**src/logic/psd_pkg.sv**
```systemverilog
// Constants, field layout and carrier types of the synthesizer digital core
// Overview of operation
// - Reference divider is a 10-bit counter, ratio 2 to 1023; below 2 prohibited.
// - Reference divider counts edges of the reference oscillator input, up to 40 MHz.
// - Feedback divider: 5-bit swallow and 10-bit main counter, ratio 992 to 32767.
// - A 32/33 dual-modulus prescaler divides the RF input and clocks both counters.
// - Phase detector compares reference and feedback divider outputs, up to 10 MHz.
// - Polarity select swaps pump-up and pump-down commands.
// - Detector sees pump activity and holds minimum pulses, so no dead zone.
// - Pump drives high for up, low for down, otherwise floats.
// - Test bit routes a divider output to the pump; polarity picks which.
// - In lock the divided RF equals the comparison frequency.
// - Serial data is sampled on each rising serial clock into an 18-bit register.
// - Rising load strobe copies the shift register into the selected latch.
// - Select 1 loads reference and control latch, select 0 the feedback latch.
// - Chip enable low powers down and floats the pump regardless of the bit.
// - Power-down bit stops both dividers and floats the RF and reference inputs.
// - Any power-down forces pump output and detector into the floating state.
// - Entering power-down resets both dividers to their starting counts.
// - Leaving power-down restarts both dividers together, within one prescaler cycle.
// - Serial loading keeps working in every power-down mode.
package psd_pkg;
	// Serial word layout
	localparam int SR_W = 18;
	localparam int ADDR_BIT = 0;
	localparam logic SEL_REF = 1'b1;
	// Reference and control latch fields (shift register positions)
	localparam int R_RATIO_LSB = 1;
	localparam int R_LATCH_LSB = 1;
	localparam int R_LATCH_MSB = 14;
	localparam int R_W = 10;
	// Feedback latch fields (shift register positions)
	localparam int N_LATCH_LSB = 1;
	localparam int N_LATCH_MSB = 17;
	localparam int A_W = 5;
	localparam int B_W = 10;
	// Prescaler moduli
	localparam int PRE_W = 6;
	localparam logic [PRE_W-1:0] PRE_LOW = 6'h20;
	localparam logic [PRE_W-1:0] PRE_HIGH = 6'h21;
	// Legal reference ratio range
	localparam logic [R_W-1:0] R_RATIO_MIN = 10'h002;
	localparam logic [R_W-1:0] R_RATIO_MAX = 10'h3ff;
	// Input rate limits in MHz, for the verification side
	localparam int OSC_MAX_MHZ = 40;
	localparam int PFD_MAX_MHZ = 10;
	// Minimum detector pulse, the dead-zone guard
	localparam int CLK_PERIOD_PS = 4000;
	localparam int PFD_MIN_PULSE_NS = 8;
	localparam int PFD_MIN_PULSE_CYC_RAW =
		(PFD_MIN_PULSE_NS * 1000 + CLK_PERIOD_PS - 1) / CLK_PERIOD_PS;
	localparam int PFD_MIN_PULSE_CYC = (PFD_MIN_PULSE_CYC_RAW < 1) ? 1 : PFD_MIN_PULSE_CYC_RAW;
	localparam int ABL_W = $clog2(PFD_MIN_PULSE_CYC + 1);
	localparam logic [ABL_W-1:0] ABL_LAST = ABL_W'(PFD_MIN_PULSE_CYC - 1);

	// Reference and control latch, packed as it sits in the shift register
	typedef struct packed {
		logic test;
		logic reserved;
		logic polarity;
		logic pump_output_float;
		logic [R_W-1:0] ratio;
	} psd_r_latch_type;

	// Feedback latch, packed as it sits in the shift register
	typedef struct packed {
		logic [B_W-1:0] main_count;
		logic [A_W-1:0] swallow_count;
		logic power_down_bit;
		logic ctl_spare;
	} psd_n_latch_type;

	// Pump pin and command view
	typedef struct packed {
		logic level;
		logic oe;
		logic up;
		logic down;
	} psd_pump_type;

	// Reset values of the latches
	localparam psd_r_latch_type R_LATCH_RST = '{test: 1'b0, reserved: 1'b0, polarity: 1'b1,
		pump_output_float: 1'b1, ratio: R_RATIO_MIN};
	localparam psd_n_latch_type N_LATCH_RST = '{main_count: 10'h020, swallow_count: 5'h00,
		power_down_bit: 1'b1, ctl_spare: 1'b0};
endpackage : psd_pkg

```
**src/logic/psd_div.sv**
```systemverilog
// Programmable divider: counts ticks, pulses once per ratio ticks
`timescale 1ns/1ps
`default_nettype none
module psd_div #(
	parameter int W = 10
) (
	// Clock and reset
	input wire logic clk_in,
	input wire logic rst_n_in,
	// Count control
	input wire logic tick_in,
	input wire logic clear_in,
	input wire logic [W-1:0] ratio_in,
	// Terminal pulse
	output logic wrap_out
);
	typedef struct packed {
		logic [W-1:0] cnt;
		logic wrap;
	} psd_div_state_type;

	psd_div_state_type state;
	psd_div_state_type next_state;

	// Count up and compare, so a new ratio takes effect within the running cycle
	always_comb begin
		next_state = state;
		next_state.wrap = 1'b0;
		if (clear_in) begin
			next_state.cnt = '0;
		end else if (tick_in) begin
			if (state.cnt >= ratio_in - W'(1)) begin
				next_state.cnt = '0;
				next_state.wrap = 1'b1;
			end else begin
				next_state.cnt = state.cnt + W'(1);
			end
		end
	end

	always_ff @(posedge clk_in or negedge rst_n_in) begin
		if (!rst_n_in) begin
			state <= '0;
		end else begin
			state <= next_state;
		end
	end

	assign wrap_out = state.wrap;
endmodule : psd_div
`default_nettype wire

```
**src/logic/psd_core.sv**
```systemverilog
// Synthesizer digital core: serial latches, dividers, detector and pump
`timescale 1ns/1ps
`default_nettype none
module psd_core
	import psd_pkg::*;
(
	// Clock and reset
	input wire logic ref_clk_in,
	input wire logic rst_n_in,
	// Divider sources
	input wire logic reference_osc_input_in,
	input wire logic rf_input_in,
	// Power control
	input wire logic chip_enable_in,
	// Serial programming port
	input wire logic ser_clk_in,
	input wire logic ser_data_in,
	input wire logic latch_load_strobe_in,
	// Pump pin and commands
	output logic pump_output_out,
	output logic pump_output_oe_out,
	output logic pump_up_out,
	output logic pump_down_out,
	// Divider outputs
	output logic ref_div_out,
	output logic fb_div_out,
	// Power state
	output logic powered_down_out,
	output logic rf_input_float_out,
	output logic osc_input_float_out
);
	typedef struct packed {
		logic [SR_W-1:0] shift;
		logic ser_clk_q;
		logic strobe_q;
		logic osc_q;
		logic rf_q;
		psd_r_latch_type r_latch;
		psd_n_latch_type n_latch;
		logic [A_W-1:0] a_left;
		logic ref_flag;
		logic fb_flag;
		logic [ABL_W-1:0] abl_cnt;
		psd_pump_type pump;
		logic ref_div;
		logic fb_div;
		logic powered_down;
		logic rf_float;
		logic osc_float;
	} psd_core_state_type;

	psd_core_state_type state;
	psd_core_state_type next_state;

	logic pd_now;
	logic osc_rise;
	logic rf_rise;
	logic ref_wrap;
	logic pre_wrap;
	logic fb_wrap;
	logic [PRE_W-1:0] pre_ratio;

	// Power-down from the pin or the programmed bit
	assign pd_now = !chip_enable_in || state.n_latch.power_down_bit;
	assign osc_rise = reference_osc_input_in && !state.osc_q;
	assign rf_rise = rf_input_in && !state.rf_q;
	// Modulus 33 while swallow count remains, then 32
	assign pre_ratio = (state.a_left != '0) ? PRE_HIGH : PRE_LOW;

	// Reference divider, ticked by the reference oscillator
	psd_div #(.W(R_W)) u_ref_div (
		.clk_in(ref_clk_in),
		.rst_n_in(rst_n_in),
		.tick_in(osc_rise && !pd_now),
		.clear_in(pd_now),
		.ratio_in(state.r_latch.ratio),
		.wrap_out(ref_wrap)
	);

	// Dual-modulus prescaler on the RF input
	psd_div #(.W(PRE_W)) u_prescaler (
		.clk_in(ref_clk_in),
		.rst_n_in(rst_n_in),
		.tick_in(rf_rise && !pd_now),
		.clear_in(pd_now),
		.ratio_in(pre_ratio),
		.wrap_out(pre_wrap)
	);

	// Main counter, ticked by the prescaler
	psd_div #(.W(B_W)) u_main_div (
		.clk_in(ref_clk_in),
		.rst_n_in(rst_n_in),
		.tick_in(pre_wrap && !pd_now),
		.clear_in(pd_now),
		.ratio_in(state.n_latch.main_count),
		.wrap_out(fb_wrap)
	);

	// Next state of the whole core
	always_comb begin
		next_state = state;
		next_state.ser_clk_q = ser_clk_in;
		next_state.strobe_q = latch_load_strobe_in;
		next_state.osc_q = reference_osc_input_in;
		next_state.rf_q = rf_input_in;

		// Serial port ignores power-down, so software can always wake the part from bit power-down
		if (ser_clk_in && !state.ser_clk_q) begin
			next_state.shift = {state.shift[SR_W-2:0], ser_data_in};
		end
		if (latch_load_strobe_in && !state.strobe_q) begin
			if (state.shift[ADDR_BIT] == SEL_REF) begin
				next_state.r_latch = state.shift[R_LATCH_MSB:R_LATCH_LSB];
			end else begin
				next_state.n_latch = state.shift[N_LATCH_MSB:N_LATCH_LSB];
			end
		end

		// Swallow counter: restarts with each feedback cycle or power-down
		if (pd_now || fb_wrap) begin
			next_state.a_left = state.n_latch.swallow_count;
		end else if (pre_wrap && state.a_left != '0) begin
			next_state.a_left = state.a_left - A_W'(1);
		end

		// Phase/frequency detector flags; a new edge wins over the clear
		if (pd_now) begin
			next_state.ref_flag = 1'b0;
			next_state.fb_flag = 1'b0;
			next_state.abl_cnt = '0;
		end else begin
			if (state.ref_flag && state.fb_flag) begin
				// Both pumps on: hold the minimum width, then clear
				if (state.abl_cnt == ABL_LAST) begin
					next_state.ref_flag = 1'b0;
					next_state.fb_flag = 1'b0;
					next_state.abl_cnt = '0;
				end else begin
					next_state.abl_cnt = state.abl_cnt + ABL_W'(1);
				end
			end
			if (ref_wrap) begin
				next_state.ref_flag = 1'b1;
			end
			if (fb_wrap) begin
				next_state.fb_flag = 1'b1;
			end
		end

		// Pump commands after polarity; negative swaps the pair
		if (state.r_latch.polarity) begin
			next_state.pump.up = state.ref_flag;
			next_state.pump.down = state.fb_flag;
		end else begin
			next_state.pump.up = state.fb_flag;
			next_state.pump.down = state.ref_flag;
		end

		// Pump pin: float when off, balanced or powered down
		if (pd_now) begin
			next_state.pump = '0;
		end else if (state.r_latch.test) begin
			next_state.pump.oe = 1'b1;
			next_state.pump.level = state.r_latch.polarity ? fb_wrap : ref_wrap;
			next_state.pump.up = 1'b0;
			next_state.pump.down = 1'b0;
		end else if (state.r_latch.pump_output_float) begin
			next_state.pump = '0;
		end else begin
			// Both on at once is a net zero current, so the pin floats
			next_state.pump.oe = next_state.pump.up ^ next_state.pump.down;
			next_state.pump.level = next_state.pump.up;
		end
		if (state.r_latch.pump_output_float && !state.r_latch.test) begin
			next_state.pump.up = 1'b0;
			next_state.pump.down = 1'b0;
		end

		// Divider pulses and power indications
		next_state.ref_div = ref_wrap;
		next_state.fb_div = fb_wrap;
		next_state.powered_down = pd_now;
		next_state.rf_float = pd_now;
		next_state.osc_float = pd_now;
	end

	// Single state register; latches reset to a powered-down, floating pump
	always_ff @(posedge ref_clk_in or negedge rst_n_in) begin
		if (!rst_n_in) begin
			state <= '{shift: '0, ser_clk_q: 1'b0, strobe_q: 1'b0, osc_q: 1'b0, rf_q: 1'b0,
				r_latch: R_LATCH_RST, n_latch: N_LATCH_RST, a_left: '0, ref_flag: 1'b0,
				fb_flag: 1'b0, abl_cnt: '0, pump: '0, ref_div: 1'b0, fb_div: 1'b0,
				powered_down: 1'b1, rf_float: 1'b1, osc_float: 1'b1};
		end else begin
			state <= next_state;
		end
	end

	// Outputs straight from the state register
	assign pump_output_out = state.pump.level;
	assign pump_output_oe_out = state.pump.oe;
	assign pump_up_out = state.pump.up;
	assign pump_down_out = state.pump.down;
	assign ref_div_out = state.ref_div;
	assign fb_div_out = state.fb_div;
	assign powered_down_out = state.powered_down;
	assign rf_input_float_out = state.rf_float;
	assign osc_input_float_out = state.osc_float;
endmodule : psd_core
`default_nettype wire

```
**config.mk**
```make
export PLATFORM = sky130hd
export DESIGN_NAME = psd_core
export DESIGN_NICKNAME = d
export VERILOG_FILES = /design/src/logic/psd_pkg.sv /design/src/logic/psd_div.sv /design/src/logic/psd_core.sv
export SDC_FILE = /design/constraint.sdc
export NUM_CORES = 1
export LEC_CHECK = 0
export BUFFER_PORTS_ARGS = -buffer_cell sky130_fd_sc_hd__buf_4
export CORE_MARGIN = 5
export CORE_UTILIZATION = 58
export CTS_BUF_LIST = sky130_fd_sc_hd__clkbuf_2
export DETAILED_ROUTE_END_ITERATION = 10
export MAX_ROUTING_LAYER = met4
export PLACE_DENSITY = 0.74
export SYNTH_ARGS = -nofsm -noshare
export SYNTH_HDL_FRONTEND = slang
export SYNTH_HIERARCHICAL = 1
export SYNTH_SLANG_ARGS = --single-unit
export TNS_END_PERCENT = 30
```
**constraint.sdc**
```tcl
create_clock -name ref_clk_in -period 3.7 [get_ports ref_clk_in]
set_clock_uncertainty 0.2 [all_clocks]
set_input_delay 0.37 -clock ref_clk_in [delete_from_list [all_inputs] [get_ports ref_clk_in]]
set_output_delay 0.37 -clock ref_clk_in [all_outputs]
set_load 0.02 [all_outputs]
```
* After elaboration in Yosys (flattened, before gate mapping)
Cells that the tools add are included.
** Word-level totals
- ROM bits :: 0
- Bits in latches :: 0
- Bits in registers :: 96
- Output and inout bits :: 9
- Memories :: 0
- RAM bits :: 0
** Cells by class
- Multipliers :: 0
- Div/mod/pow operators :: 0
- Eq/ne operators :: 1
- Add/subtract/negate cells :: 8
- Reduce and logical (&&, ||, !) cells :: 33
- Bitwise logic cells :: 2
- Shifts and indexed selects :: 0
- $lt $le $gt $ge :: 3
- Muxes and demuxes :: 31
** Operators with widths (number)
- two-way mux 10 bit :: 4
- two-way mux 11 bit :: 2
- adder 10 x 1 -> 10 bit (second input constant) :: 2
- >= comparator 10 bit :: 2
- subtractor 10 x 1 -> 10 bit (second input constant) :: 2
- two-way mux 4 bit :: 4
- two-way mux 2 bit :: 6
- two-way mux 6 bit :: 2
- nonzero test 3 bit :: 4
- logical AND 1 bit :: 10
- two-way mux 1 bit :: 10
- two-way mux 5 bit :: 2
- nonzero test 2 bit :: 5
- AND reduction 2 bit :: 4
- zero test 1 bit :: 7
- two-way mux 7 bit :: 1
- adder 6 x 1 -> 6 bit (second input constant) :: 1
- >= comparator 6 bit :: 1
- subtractor 6 x 1 -> 6 bit (second input constant) :: 1
- nonzero test 5 bit :: 1
- subtractor 5 x 1 -> 5 bit (second input constant) :: 1
- adder 2 x 1 -> 2 bit (second input constant) :: 1
- equality test 2 x 1 -> 1 bit (second input constant) :: 1
- logical OR 1 bit :: 2
- 2 further kinds :: 2

* Longest topological paths before layout
Gate-level depths: netlist (run 1).
- Word-level depth :: 7
- Mapped depth :: 15
- Mapped depth without buffers :: 13

* By module
The synthesis (run 1) kept the hierarchy.
** Modules (own cells, without submodules)
- psd_core :: area an instance 2623.8 µm², times used 1, cells an instance 182
- psd_div at u_main_div :: area an instance 1046.0 µm², times used 1, cells an instance 118
- psd_div at u_ref_div :: area an instance 1024.7 µm², times used 1, cells an instance 116
- psd_div at u_prescaler :: area an instance 541.8 µm², times used 1, cells an instance 57

* Worst setup path before layout (run 1)
No wires, ideal clock.
- Path type :: register to register
- Start :: reg, netlist name state[38]
- End :: reg u_ref_div/state[5] (netlist bit)
- Buffers on the path :: 0
- Slack :: 0.677 ns
- Arrival time :: 2.696 ns
- Library setup time :: 0.126 ns
- Cell stages (with the launch flop) :: 11
- Path through :: dfrtp_1 nor4_1 nand2b_1 or3_1 nor3_1 xnor2_1 ha_1 nand2_1 nor2_1 a21oi_1 a221o_1
** RTL lines
- end signal: assignment :: RTL line psd_div.sv:45 : state <= next_state;
- end: declaration :: RTL line psd_div.sv:22 : psd_div_state_type state;

==> run_results.csv, run 1 <==
group,metric,value,unit
run_status,status,"completed",
cells_and_area,layout_common_cells,"dfrtp_1, mux2_2, nand2_1, ha_1, a21oi_1",
power_and_ir_drop,worst_ir_drop_vdd,0.358,mV
setup_path,crit_path_end_kind,"flip-flop",
synthesis,yosysSeqAreaShare,0.460,
synthesis,synth_edf_count,0,
placed_design,post_dp_cell_area,5500,um2
synthesis,synth-async-reset-ratio,1.00,
setup_path,crit_type,"flip-flop to flip-flop",
synthesis,synth-main-ff-cell,"dfrtp_1",
timing,finalSetupViolations,0,
synthesis,netlist_instances,473,
timing,fin_crit_sh,0.893,
placed_design,port_buffers,16,
cells_and_area,final_common_cell,"dfrtp_1",
timing,worst_pin_slew,0.689,ns
clocking,cts_root_buf,"clkbuf_2",
synthesis,synth.avg_cell_area,11.1,um2
placed_design,gp_congestion,0.817,
cells_and_area,finalNetCount,553,
clocking,clockBufferDepth,2,
placed_design,dp_hpwl,6840,um
cells_and_area,fillers,708,
floorplan,core,8760,um2
global_route,grt_remaining_overflow,0,
synthesis,ys_ff_latch,96,
cells_and_area,stdcell_area,5690,um2
clocking,clkLatencyLatePin,0.54,ns
cells_and_area,area_delta_synth_final,8.70,%
cells_and_area,layout-drive-gt1-share,0.225,
synthesis,synth_top_family_by_area,"simple AND/OR/NAND/NOR gates",
route,drc_errors,0,
setup_path,cpLargestDelayFamily,"compound AO/OA/AOI/OAI gates",
route,drt_iter0_markers,96,
timing,min_period,3.30,ns
floorplan,initial_core_util,0.598,
synthesis,yosysWarnings,6,
cells_and_area,antenna_cells,0,
timing,fin_tns_setup,0,ns
floorplan,die_w,105,um
setup_path,rr_worst_depth,13,
timing,hold_viol_final,0,
power_and_ir_drop,power_density,572,nW/um2
clocking,clock_sinks,96,
timing,rsz0062_at_grt,"no",
setup_path,critPathMaxStageDelay,0.58,ns
route,avgRoutedWirePerCell,15.5,um
setup_path,cp_max_fo,9,
global_route,grt_pass1_wl,17100,um
timing,drv_slew,0,
cells_and_area,final_cells,624,
synthesis,synth_cell_types,67,
setup_path,reg2reg_slack,0.40,ns
setup_path,cp.arrival,3.60,ns
floorplan,core.rowCount,34,
timing,fin_ws,0.397,ns
global_route,grt_start_max_net_pins,55,
setup_path,required,4.00,ns
synthesis,synth-compound-area-share,0.116,
cells_and_area,multi_input_area,2710,um2
hold_path,hold_class,"primary input to asynchronous set/reset pin",
floorplan,die_y,105,um
synthesis,synthMuxAreaShare,0.109,
setup_path,cp.depth,13,
cells_and_area,utilization,0.649,
placed_design,pre_cts_slack,0.441,ns
setup_path,startpoint_type,"flip-flop",
route,routed_wl,9670,um
route,first_pass_iters,4,
cells_and_area,ff_latch_area,2410,um2
floorplan,dieArea,11000,um2
clocking,cts_tree,"built",
setup_path,slowest_stage,"or4b_1",
power_and_ir_drop,leakage,2.57,nW
synthesis,synth-simple-area-share,0.164,
synthesis,synthAdderAreaFrac,0.0812,
run,cap_violations,0,
setup_path,r2r-start,"state[13]",
clocking,numCtsBuffers,9,
route,ant_nets,0,
setup_path,r2r_end,"u_prescaler/state[6]",
timing,hold_ws,0.165,ns
placed_design,placed_cells,601,
clocking,clk_pin_slew,0.25,ns
floorplan,num_io_pins,17,
global_route,track_usage,0.192,
timing,max-slew-margin-rel,0.539,
synthesis,synth_xor_area_frac,0.0385,
setup_path,crit_chain,"inv_1 -> ha_1 -> or4b_1 -> inv_1 -> ha_1 -> nand2_1 -> xor2_1 -> ha_1 -> a21oi_1 -> o2111ai_1 -> o21ba_1 -> a21o_1 -> a22o_1",
route,vias,3670,
setup_path,cpMostUsedCell,"ha_1",
setup_path,critPathBufInv,2,
power_and_ir_drop,power,3.26,mW
global_route,antenna_found_initial,0,
timing,max_freq,303,MHz
route,vias_per_cell,5.88,
global_route,first_global_vias,3650,
clocking,cts_max_level,3,
synthesis,syn_area,5240,um2
metal layers:
layer / share of wire / GRT usage
met2: 0.49 / 0.303
met3: 0.037 / 0.0432
met5: 0 / -
met4: 0.0068 / 0.0484
met1: 0.47 / 0.252
worst reg2reg max path: stages (launching register included):
cell and delay [ns]:
dfrtp_1 0.44, inv_1 0.09, ha_1 0.16, or4b_1 0.58, inv_1 0.14, ha_1 0.20
nand2_1 0.07, xor2_1 0.15, ha_1 0.19, a21oi_1 0.21, o2111ai_1 0.14, o21ba_1 0.43
a21o_1 0.16, a22o_1 0.11
worst max-delay path by stage:
stage,from,endpoint,slack [ns]
2_1_floorplan,state[38],u_ref_div/state[5],0.68
3_3_place_gp,state[13],u_prescaler/state[6],0.59
3_5_place_dp,state[13],u_prescaler/state[6],0.44
4_1_cts,state[13],u_prescaler/state[6],0.40
5_1_grt,state[40],u_ref_div/state[5],0.1
6_report,state[13],u_prescaler/state[6],0.40
cells by family (layout without fill, tap and decap cells):
family | Yosys count | after routing
and+or+nand+nor | 158 | 158
muxes | 51 | 51
xor gates and xnor gates | 23 | 23
DFF | 96 | 96
buffers and inverters | 31 | 65
adders and majority gates | 34 | 34
other | 2 | 11
AOI/OAI and AO/OA | 78 | 78
sequential cells by signal (all words and copies together), names as in the netlist:
name,count
pump_output_out,1
u_ref_div/state,10
u_main_div/wrap_out,1
pump_up_out,1
state,60
pump_output_oe_out,1
osc_input_float_out,1
u_main_div/state,10
fb_div_out,1
u_prescaler/state,6
ref_div_out,1
u_ref_div/wrap_out,1
u_prescaler/wrap_out,1
pump_down_out,1
synth_stat cells (all sizes together), types with 5 or more instances:
cell,instances,share of area
inv,17,0.012
clkbuf,5,0.0038
or4,5,0.0072
nor3,11,0.011
a211oi,6,0.0096
dfstp,6,0.030
or3,6,0.0072
nand2,39,0.028
nor2,23,0.017
mux2,49,0.11
nand2b,11,0.013
xnor2,15,0.025
nand3b,5,0.0072
a221o,10,0.019
buf,8,0.011
ha,34,0.081
and3,10,0.014
a21oi,26,0.025
dfrtp,90,0.43
nand3,19,0.018
nand4,6,0.0072
xor2,8,0.013
o21ai,5,0.0076
timing repair:
| item | in CTS | in global routing |
|---|---|---|
| setup buffers | 0 | 0 |
| hold buffers | 7 | 0 |
| endpoints found under the hold margin | 54 | 0 |
| gates resized for setup | 0 | 0 |
final cells by class:
type,instances,share of cell area
repair buffers,32,0.0453
well taps,108,0.0237
clock buffers,10,0.00879
clock inverters,6,0.0119
flip-flops and latches,96,0.423
multi-input cells,355,0.476
inverters,17,0.0112
power by group:
part	leakage (nW)	total [mW]	internal, mW	switching (mW)
combinational	1.25	1.20	0.554	0.642
clock	0.0685	0.514	0.161	0.353
sequential	1.25	1.54	1.31	0.232
total	2.57	3.26	2.03	1.23
(Power assumes the default switching activity.)
==> run 2: changes to the inputs <==
--- a/config.mk
+++ b/config.mk
@@ -14,6 +14,5 @@
 export PLACE_DENSITY = 0.74
 export SYNTH_ARGS = -nofsm -noshare
 export SYNTH_HDL_FRONTEND = slang
-export SYNTH_HIERARCHICAL = 1
 export SYNTH_SLANG_ARGS = --single-unit
 export TNS_END_PERCENT = 30
==> run_results.csv, run 2 <==
group,metric,value,unit
placed_design,port_buffers,16,
cells_and_area,reg.largest.list,"state: 60 flops, u_main_div.state: 10 flops, u_ref_div.state: 10 flops",
global_route,grt_start_max_net_pins,58,
setup_path,crit_chain,"or4_1 -> nor3_1 -> nand2_1 -> xor2_1 -> ha_1 -> a21oi_1 -> o21ai_0 -> a21oi_2 -> a31oi_1 -> a21oi_1",
synthesis,syn_nets,494,
cells_and_area,largest_reg_flops,60,
timing,fin_crit_sh,0.858,
timing,finalSetupViolations,0,
setup_path,cp_max_fo,14,
clocking,cts_max_level,3,
cells_and_area,layout-drive-gt1-share,0.219,
timing,min_period,3.17,ns
power_and_ir_drop,pwr-share-comb,0.349,
floorplan,dieArea,10500,um2
power_and_ir_drop,clock_power_share,0.162,
placed_design,gp_congestion,0.809,
synthesis,synth-async-reset-ratio,1.00,
route,drc_errors,0,
floorplan,num_io_pins,17,
power_and_ir_drop,p_int,2.03,mW
synthesis,yosysSeqAreaShare,0.484,
timing,worst_pin_slew,0.730,ns
timing,max-slew-margin-rel,0.513,
synthesis,syn_area,4980,um2
floorplan,core.rowCount,33,
cells_and_area,final_cells,588,
synthesis,synth-simple-area-share,0.164,
synthesis,synth_xor_area_frac,0.0369,
cells_and_area,finalNetCount,520,
clocking,cts_root_buf,"clkbuf_2",
power_and_ir_drop,leakage,2.44,nW
global_route,grt_pass1_wl,15500,um
synthesis,netlist_instances,452,
synthesis,synth_top_area_frac,0.452,
clocking,numCtsBuffers,9,
cells_and_area,regMostFlops,"state",
run_status,status,"completed",
synthesis,synthMuxAreaShare,0.108,
clocking,clkLatencyLatePin,0.54,ns
route,vias,3304,
setup_path,cp.arrival,3.45,ns
power_and_ir_drop,p_sw_frac,0.365,
cells_and_area,utilization,0.649,
synthesis,yosysWarnings,0,
power_and_ir_drop,power,3.19,mW
clocking,clock_sinks,96,
route,first_pass_iters,4,
clocking,clockBufferDepth,2,
synthesis,synth.avg_cell_area,11.0,um2
floorplan,initial_core_util,0.600,
timing,hold_viol_final,0,
synthesis,synth_top_family_by_area,"simple AND/OR/NAND/NOR gates",
synthesis,synth-compound-area-share,0.0967,
synthesis,synth_top_cell_by_area,"dfrtp_1",
placed_design,dp_hpwl,6050,um
setup_path,cpMostUsedCell,"a21oi_1",
run,cap_violations,0,
clocking,clk_pin_slew,0.25,ns
synthesis,synth_common_cells,"dfrtp_1, mux2_2, ha_1",
timing,rsz0062_at_grt,"no",
setup_path,crit_path_end_kind,"flip-flop",
synthesis,yosysMostFrequentCell,"dfrtp_1",
route,routed_wl,8730,um
placed_design,placed_cells,566,
cells_and_area,final_common_cell,"dfrtp_1",
floorplan,die_w,103,um
route,ant_nets,0,
global_route,first_global_vias,3273,
cells_and_area,area_delta_synth_final,8.19,%
timing,drv_slew,0,
cells_and_area,stdcell_area,5390,um2
floorplan,die_y,103,um
synthesis,synth_area_leaders,"dfrtp_1, mux2_2, ha_1",
global_route,track_usage,0.191,
global_route,grt_remaining_overflow,0,
setup_path,cpLargestDelayFamily,"compound AO/OA/AOI/OAI gates",
synthesis,synth-main-ff-cell,"dfrtp_1",
hold_path,hold_class,"primary input to flip-flop",
route,drt_iter0_markers,104,
clocking,postCtsSetupRepairBufs,0,
power_and_ir_drop,power_switching,1.17,mW
route,vias_per_cell,5.62,
synthesis,synth_cell_types,53,
route,avgRoutedWirePerCell,14.8,um
synthesis,synth_edf_count,0,
setup_path,critPathMaxStageDelay,0.57,ns
synthesis,ys_ff_latch,96,
clocking,cts_tree,"built",
setup_path,slowest_stage,"or4_1",
cells_and_area,antenna_cells,0,
setup_path,crit_type,"flip-flop to flip-flop",
timing,fin_tns_setup,0,ns
setup_path,startpoint_type,"flip-flop",
timing,max_freq,315,MHz
power_and_ir_drop,p_seq_frac,0.489,
power_and_ir_drop,power_density,593,nW/um2
power_and_ir_drop,worst_ir_drop_vdd,0.339,mV
placed_design,post_dp_cell_area,5210,um2
cells_and_area,layout_common_cells,"dfrtp_1, mux2_2, ha_1, nand2_1, nand3_1",
floorplan,core,8300,um2
setup_path,critPathBufInv,0,
synthesis,synthAdderAreaFrac,0.0854,
setup_path,required,3.98,ns
global_route,antenna_found_initial,0,
[run 2: power groups by stage]
stage / Clock, mW / Combinational [mW] / Sequential, mW
4_1_cts: 0.534 / 1.12 / 1.56
6_report: 0.518 / 1.11 / 1.56
5_1_grt: 0.588 / 1.27 / 1.61
3_5_place_dp: 0 / 1.11 / 1.58
2_1_floorplan: 0 / 0.905 / 1.51
3_3_place_gp: 0 / 1.06 / 1.57
[run 2: worst register-to-register path, stage by stage (launching register included)]
cell	delay [ns]
dfrtp_1	0.48
or4_1	0.57
nor3_1	0.25
nand2_1	0.12
xor2_1	0.17
ha_1	0.29
a21oi_1	0.13
o21ai_0	0.12
a21oi_2	0.48
a31oi_1	0.16
a21oi_1	0.16
[run 2: what timing repair did]
action | in CTS | in global routing
hold buffers | 6 | 0
gates resized for setup | 0 | 0
endpoints found under the hold margin | 56 | 0
endpoints found under the setup margin | 0 | 0
[run 2: worst paths after layout]
| path | startpoint | endpoint | slack [ns] | cells after the start |
|---|---|---|---|---|
| hold reg to reg | u_ref_div.wrap_out | ref_div_out | 0.24 | 0 |
| max in group asynchronous | rst_n_in | state[19] | 2.31 | 3 |
| min in group asynchronous | rst_n_in | u_main_div.state[3] | 0.18 | 2 |
| setup / recovery | state[28] | u_main_div.state[10] | 0.53 | 10 |
| hold / removal | chip_enable_in | u_main_div.wrap_out | 0.15 | 3 |
| setup reg to reg | state[28] | u_main_div.state[10] | 0.53 | 10 |
[run 2: cell type report]
| cell class | count | area, um2 |
|---|---|---|
| clock inverters | 7 | 72.6 |
| inverters | 16 | 60.1 |
| repair buffers | 27 | 218 |
| flip-flops and latches | 96 | 2410 |
| multi-input cells | 328 | 2450 |
| well taps | 105 | 131 |
| clock buffers | 9 | 45.0 |
| fillers | 666 | 2910 |
[run 2: per-stage QoR]
stage	worst slack, ns	hold WS [ns]
2_1_floorplan	0.966	-0.126
3_3_place_gp	0.724	0.202
3_5_place_dp	0.597	0.198
4_1_cts	0.570	0.124
5_1_grt	0.173	0.104
6_report	0.526	0.147
[run 2: metal layers]
| layer | vias up | wire length, um | global-route usage |
|---|---|---|---|
| met3 | 12 | 244 | 0.0298 |
| met5 | - | 0 | - |
| met2 | 52 | 4020 | 0.286 |
| li1 | 1660 | - | - |
| met1 | 1580 | 4320 | 0.264 |
| met4 | 0 | 140 | 0.0716 |
[run 2: kinds of logic after synthesis]
group                    after synthesis
adder cells (fa/ha/maj)               34
XOR/XNOR                              21
buffers and inverters                 28
AO/OA/AOI/OAI                         71
AND/OR/NAND/NOR                      154
flip-flops                            96
multiplexers                          48
==> run 3: changes to the inputs <==
--- a/config.mk
+++ b/config.mk
@@ -5,13 +5,13 @@
 export SDC_FILE = /design/constraint.sdc
 export NUM_CORES = 1
 export LEC_CHECK = 0
-export BUFFER_PORTS_ARGS = -buffer_cell sky130_fd_sc_hd__buf_4
 export CORE_MARGIN = 5
 export CORE_UTILIZATION = 58
 export CTS_BUF_LIST = sky130_fd_sc_hd__clkbuf_2
 export DETAILED_ROUTE_END_ITERATION = 10
+export DONT_BUFFER_PORTS = 1
 export MAX_ROUTING_LAYER = met4
-export PLACE_DENSITY = 0.74
+export PLACE_DENSITY = 0.73
 export SYNTH_ARGS = -nofsm -noshare
 export SYNTH_HDL_FRONTEND = slang
 export SYNTH_SLANG_ARGS = --single-unit
==> run_results.csv, run 3 (synthesized netlist as in run 2, its figures left out) <==
group,metric,value,unit
setup_path,crit_type,"flip-flop to flip-flop",
timing,max_freq,313,MHz
floorplan,dieArea,10500,um2
clocking,clockBufferDepth,2,
setup_path,rr_worst_depth,10,
setup_path,cp_max_fo,14,
power_and_ir_drop,pwr-share-comb,0.337,
clocking,numCtsBuffers,9,
route,routed-wl-met2,4100,um
cells_and_area,largest_reg_flops,60,
route,avgRoutedWirePerCell,15.1,um
timing,min_period,3.20,ns
timing,hold_viol_final,0,
placed_design,port_buffers,0,
cells_and_area,area_delta_synth_final,6.51,%
cells_and_area,reg.largest.list,"state: 60 flops, u_main_div.state: 10 flops, u_ref_div.state: 10 flops",
setup_path,required,4.00,ns
setup_path,crit_chain,"or4_1 -> nor3_1 -> nand2_1 -> xor2_1 -> ha_1 -> a21oi_1 -> o21ai_0 -> a21oi_2 -> o21ai_1 -> a21oi_1",
clocking,clock_sinks,96,
timing,fin_crit_sh,0.865,
floorplan,die_y,103,um
cells_and_area,fillers,672,
timing,worst_pin_slew,1.14,ns
global_route,first_global_vias,3371,
clocking,clk_pin_slew,0.31,ns
power_and_ir_drop,leakage,2.38,nW
timing,fin_tns_setup,0,ns
clocking,cts_resized,0,
cells_and_area,layout-drive-gt1-share,0.193,
clocking,cts_tree,"built",
route,ant_nets,0,
timing,rsz0062_at_grt,"no",
floorplan,num_io_pins,17,
route,route.met3.wl,258,um
setup_path,critPathMaxStageDelay,0.58,ns
route,vias,3299,
run_status,status,"completed",
route,drc_errors,0,
setup_path,cp.arrival,3.50,ns
power_and_ir_drop,p_int,2.03,mW
route,routed_wl,8650,um
setup_path,startpoint_type,"flip-flop",
route,wl_met1,4150,um
setup_path,cpMostUsedCell,"a21oi_1",
setup_path,slowest_stage,"or4_1",
route,vias_per_cell,5.77,
power_and_ir_drop,power_density,609,nW/um2
placed_design,gp_congestion,0.840,
power_and_ir_drop,p_sw_frac,0.371,
cells_and_area,ff_latch_area,2410,um2
cells_and_area,regMostFlops,"state",
cells_and_area,finalNetCount,504,
floorplan,initial_core_util,0.600,
setup_path,cpLargestDelayFamily,"compound AO/OA/AOI/OAI gates",
cells_and_area,antenna_cells,0,
global_route,grt_remaining_overflow,0,
route,top_layer_used,"met4",
clocking,clkLatencyLatePin,0.56,ns
floorplan,die_w,103,um
global_route,antenna_found_initial,0,
cells_and_area,multi_input_area,2450,um2
floorplan,core,8300,um2
setup_path,crit_path_end_kind,"flip-flop",
power_and_ir_drop,worst_ir_drop_vdd,0.389,mV
setup_path,critPathBufInv,0,
timing,finalSetupViolations,0,
cells_and_area,layout_common_cells,"dfrtp_1, mux2_2, ha_1, nand2_1, nand3_1",
clocking,cts_root_buf,"clkbuf_2",
placed_design,dp_hpwl,6010,um
floorplan,core.rowCount,33,
power_and_ir_drop,clock_power_share,0.174,
global_route,track_usage,0.190,
global_route,grt_start_max_net_pins,97,
run,cap_violations,0,
power_and_ir_drop,power_switching,1.20,mW
route,drt_iter0_markers,109,
clocking,cts_max_level,3,
setup_path,cp.depth,10,
timing,max-slew-margin-rel,0.238,
hold_path,hold_class,"primary input to asynchronous set/reset pin",
route,first_pass_iters,4,
power_and_ir_drop,p_seq_frac,0.489,
power_and_ir_drop,power,3.23,mW
timing,hold_ws,0.106,ns
global_route,grt_pass1_wl,15500,um
timing,drv_slew,0,
cells_and_area,final_common_cell,"dfrtp_1",
==> run 3: cell count changes in the layout (fill, tap and decap cells not counted), moves of 2 or more <==
cell	change
inv_8	+2
buf_4	-18
clkinv_4	-2
inv_6	+2
==> run 3: stage by stage <==
| stage | utilization | worst slack, ns | std cells | cell area [um2] |
|---|---|---|---|---|
| 2_1_floorplan | - | 0.966 | 452 | 4980 |
| 3_3_place_gp | 0.611 | 0.725 | 548 | 5070 |
| 3_5_place_dp | 0.611 | 0.590 | 548 | 5070 |
| 4_1_cts | 0.638 | 0.537 | 571 | 5290 |
| 5_1_grt | 0.639 | 0.274 | 572 | 5300 |
| 6_report | 0.639 | 0.500 | 572 | 5300 |
==> run 3: what timing repair did <==
item | CTS | global route
hold buffers | 7 | 1
endpoints found under the hold margin | 107 | 2
buffers inserted | 0 | 0
==> run 3: final cells by class <==
cell class	instances	area share
Multi-Input combinational cell	328	0.462
Sequential cell	96	0.454
Tap cell	105	0.0248
Timing Repair Buffer	11	0.0226
Clock inverter	7	0.0163
Inverter	16	0.0113
Clock buffer	9	0.00849
==> run 3: final timing paths <==
path / start / to / slack [ns]
setup / recovery: state[28] / u_main_div.state[4] / 0.50
hold / removal: rst_n_in / pump_up_out / 0.11
setup reg to reg: state[28] / u_main_div.state[4] / 0.50
hold reg to reg: u_ref_div.wrap_out / ref_div_out / 0.25
max in group asynchronous: rst_n_in / state[36] / 2.78
min in group ref_clk_in: reference_osc_input_in / state[50] / 0.13
==> run 3: power by group through the flow <==
stage | Clock, mW | Combinational, mW | Sequential, mW
finish | 0.563 | 1.09 | 1.58
global route | 0.619 | 1.23 | 1.62
CTS | 0.576 | 1.10 | 1.58
detailed placement | 0 | 1.06 | 1.60
global placement | 0 | 1.00 | 1.59
floorplan | 0 | 0.905 | 1.51
==> run 3: worst register-to-register path: cells and delay by family (launching register included) <==
family / cells / cell delay [ns]
flops: 1 / 0.48
compound gates: 5 / 1.10
simple gates: 3 / 0.93
xor+xnor: 1 / 0.15
fa+ha+maj: 1 / 0.29
==> run 3: layer usage <==
layer | GRT usage | up-vias
li1 | - | 1633
met1 | 0.249 | 1615
met2 | 0.301 | 39
met3 | 0.0257 | 12
met4 | 0.0747 | 0
met5 | - | -
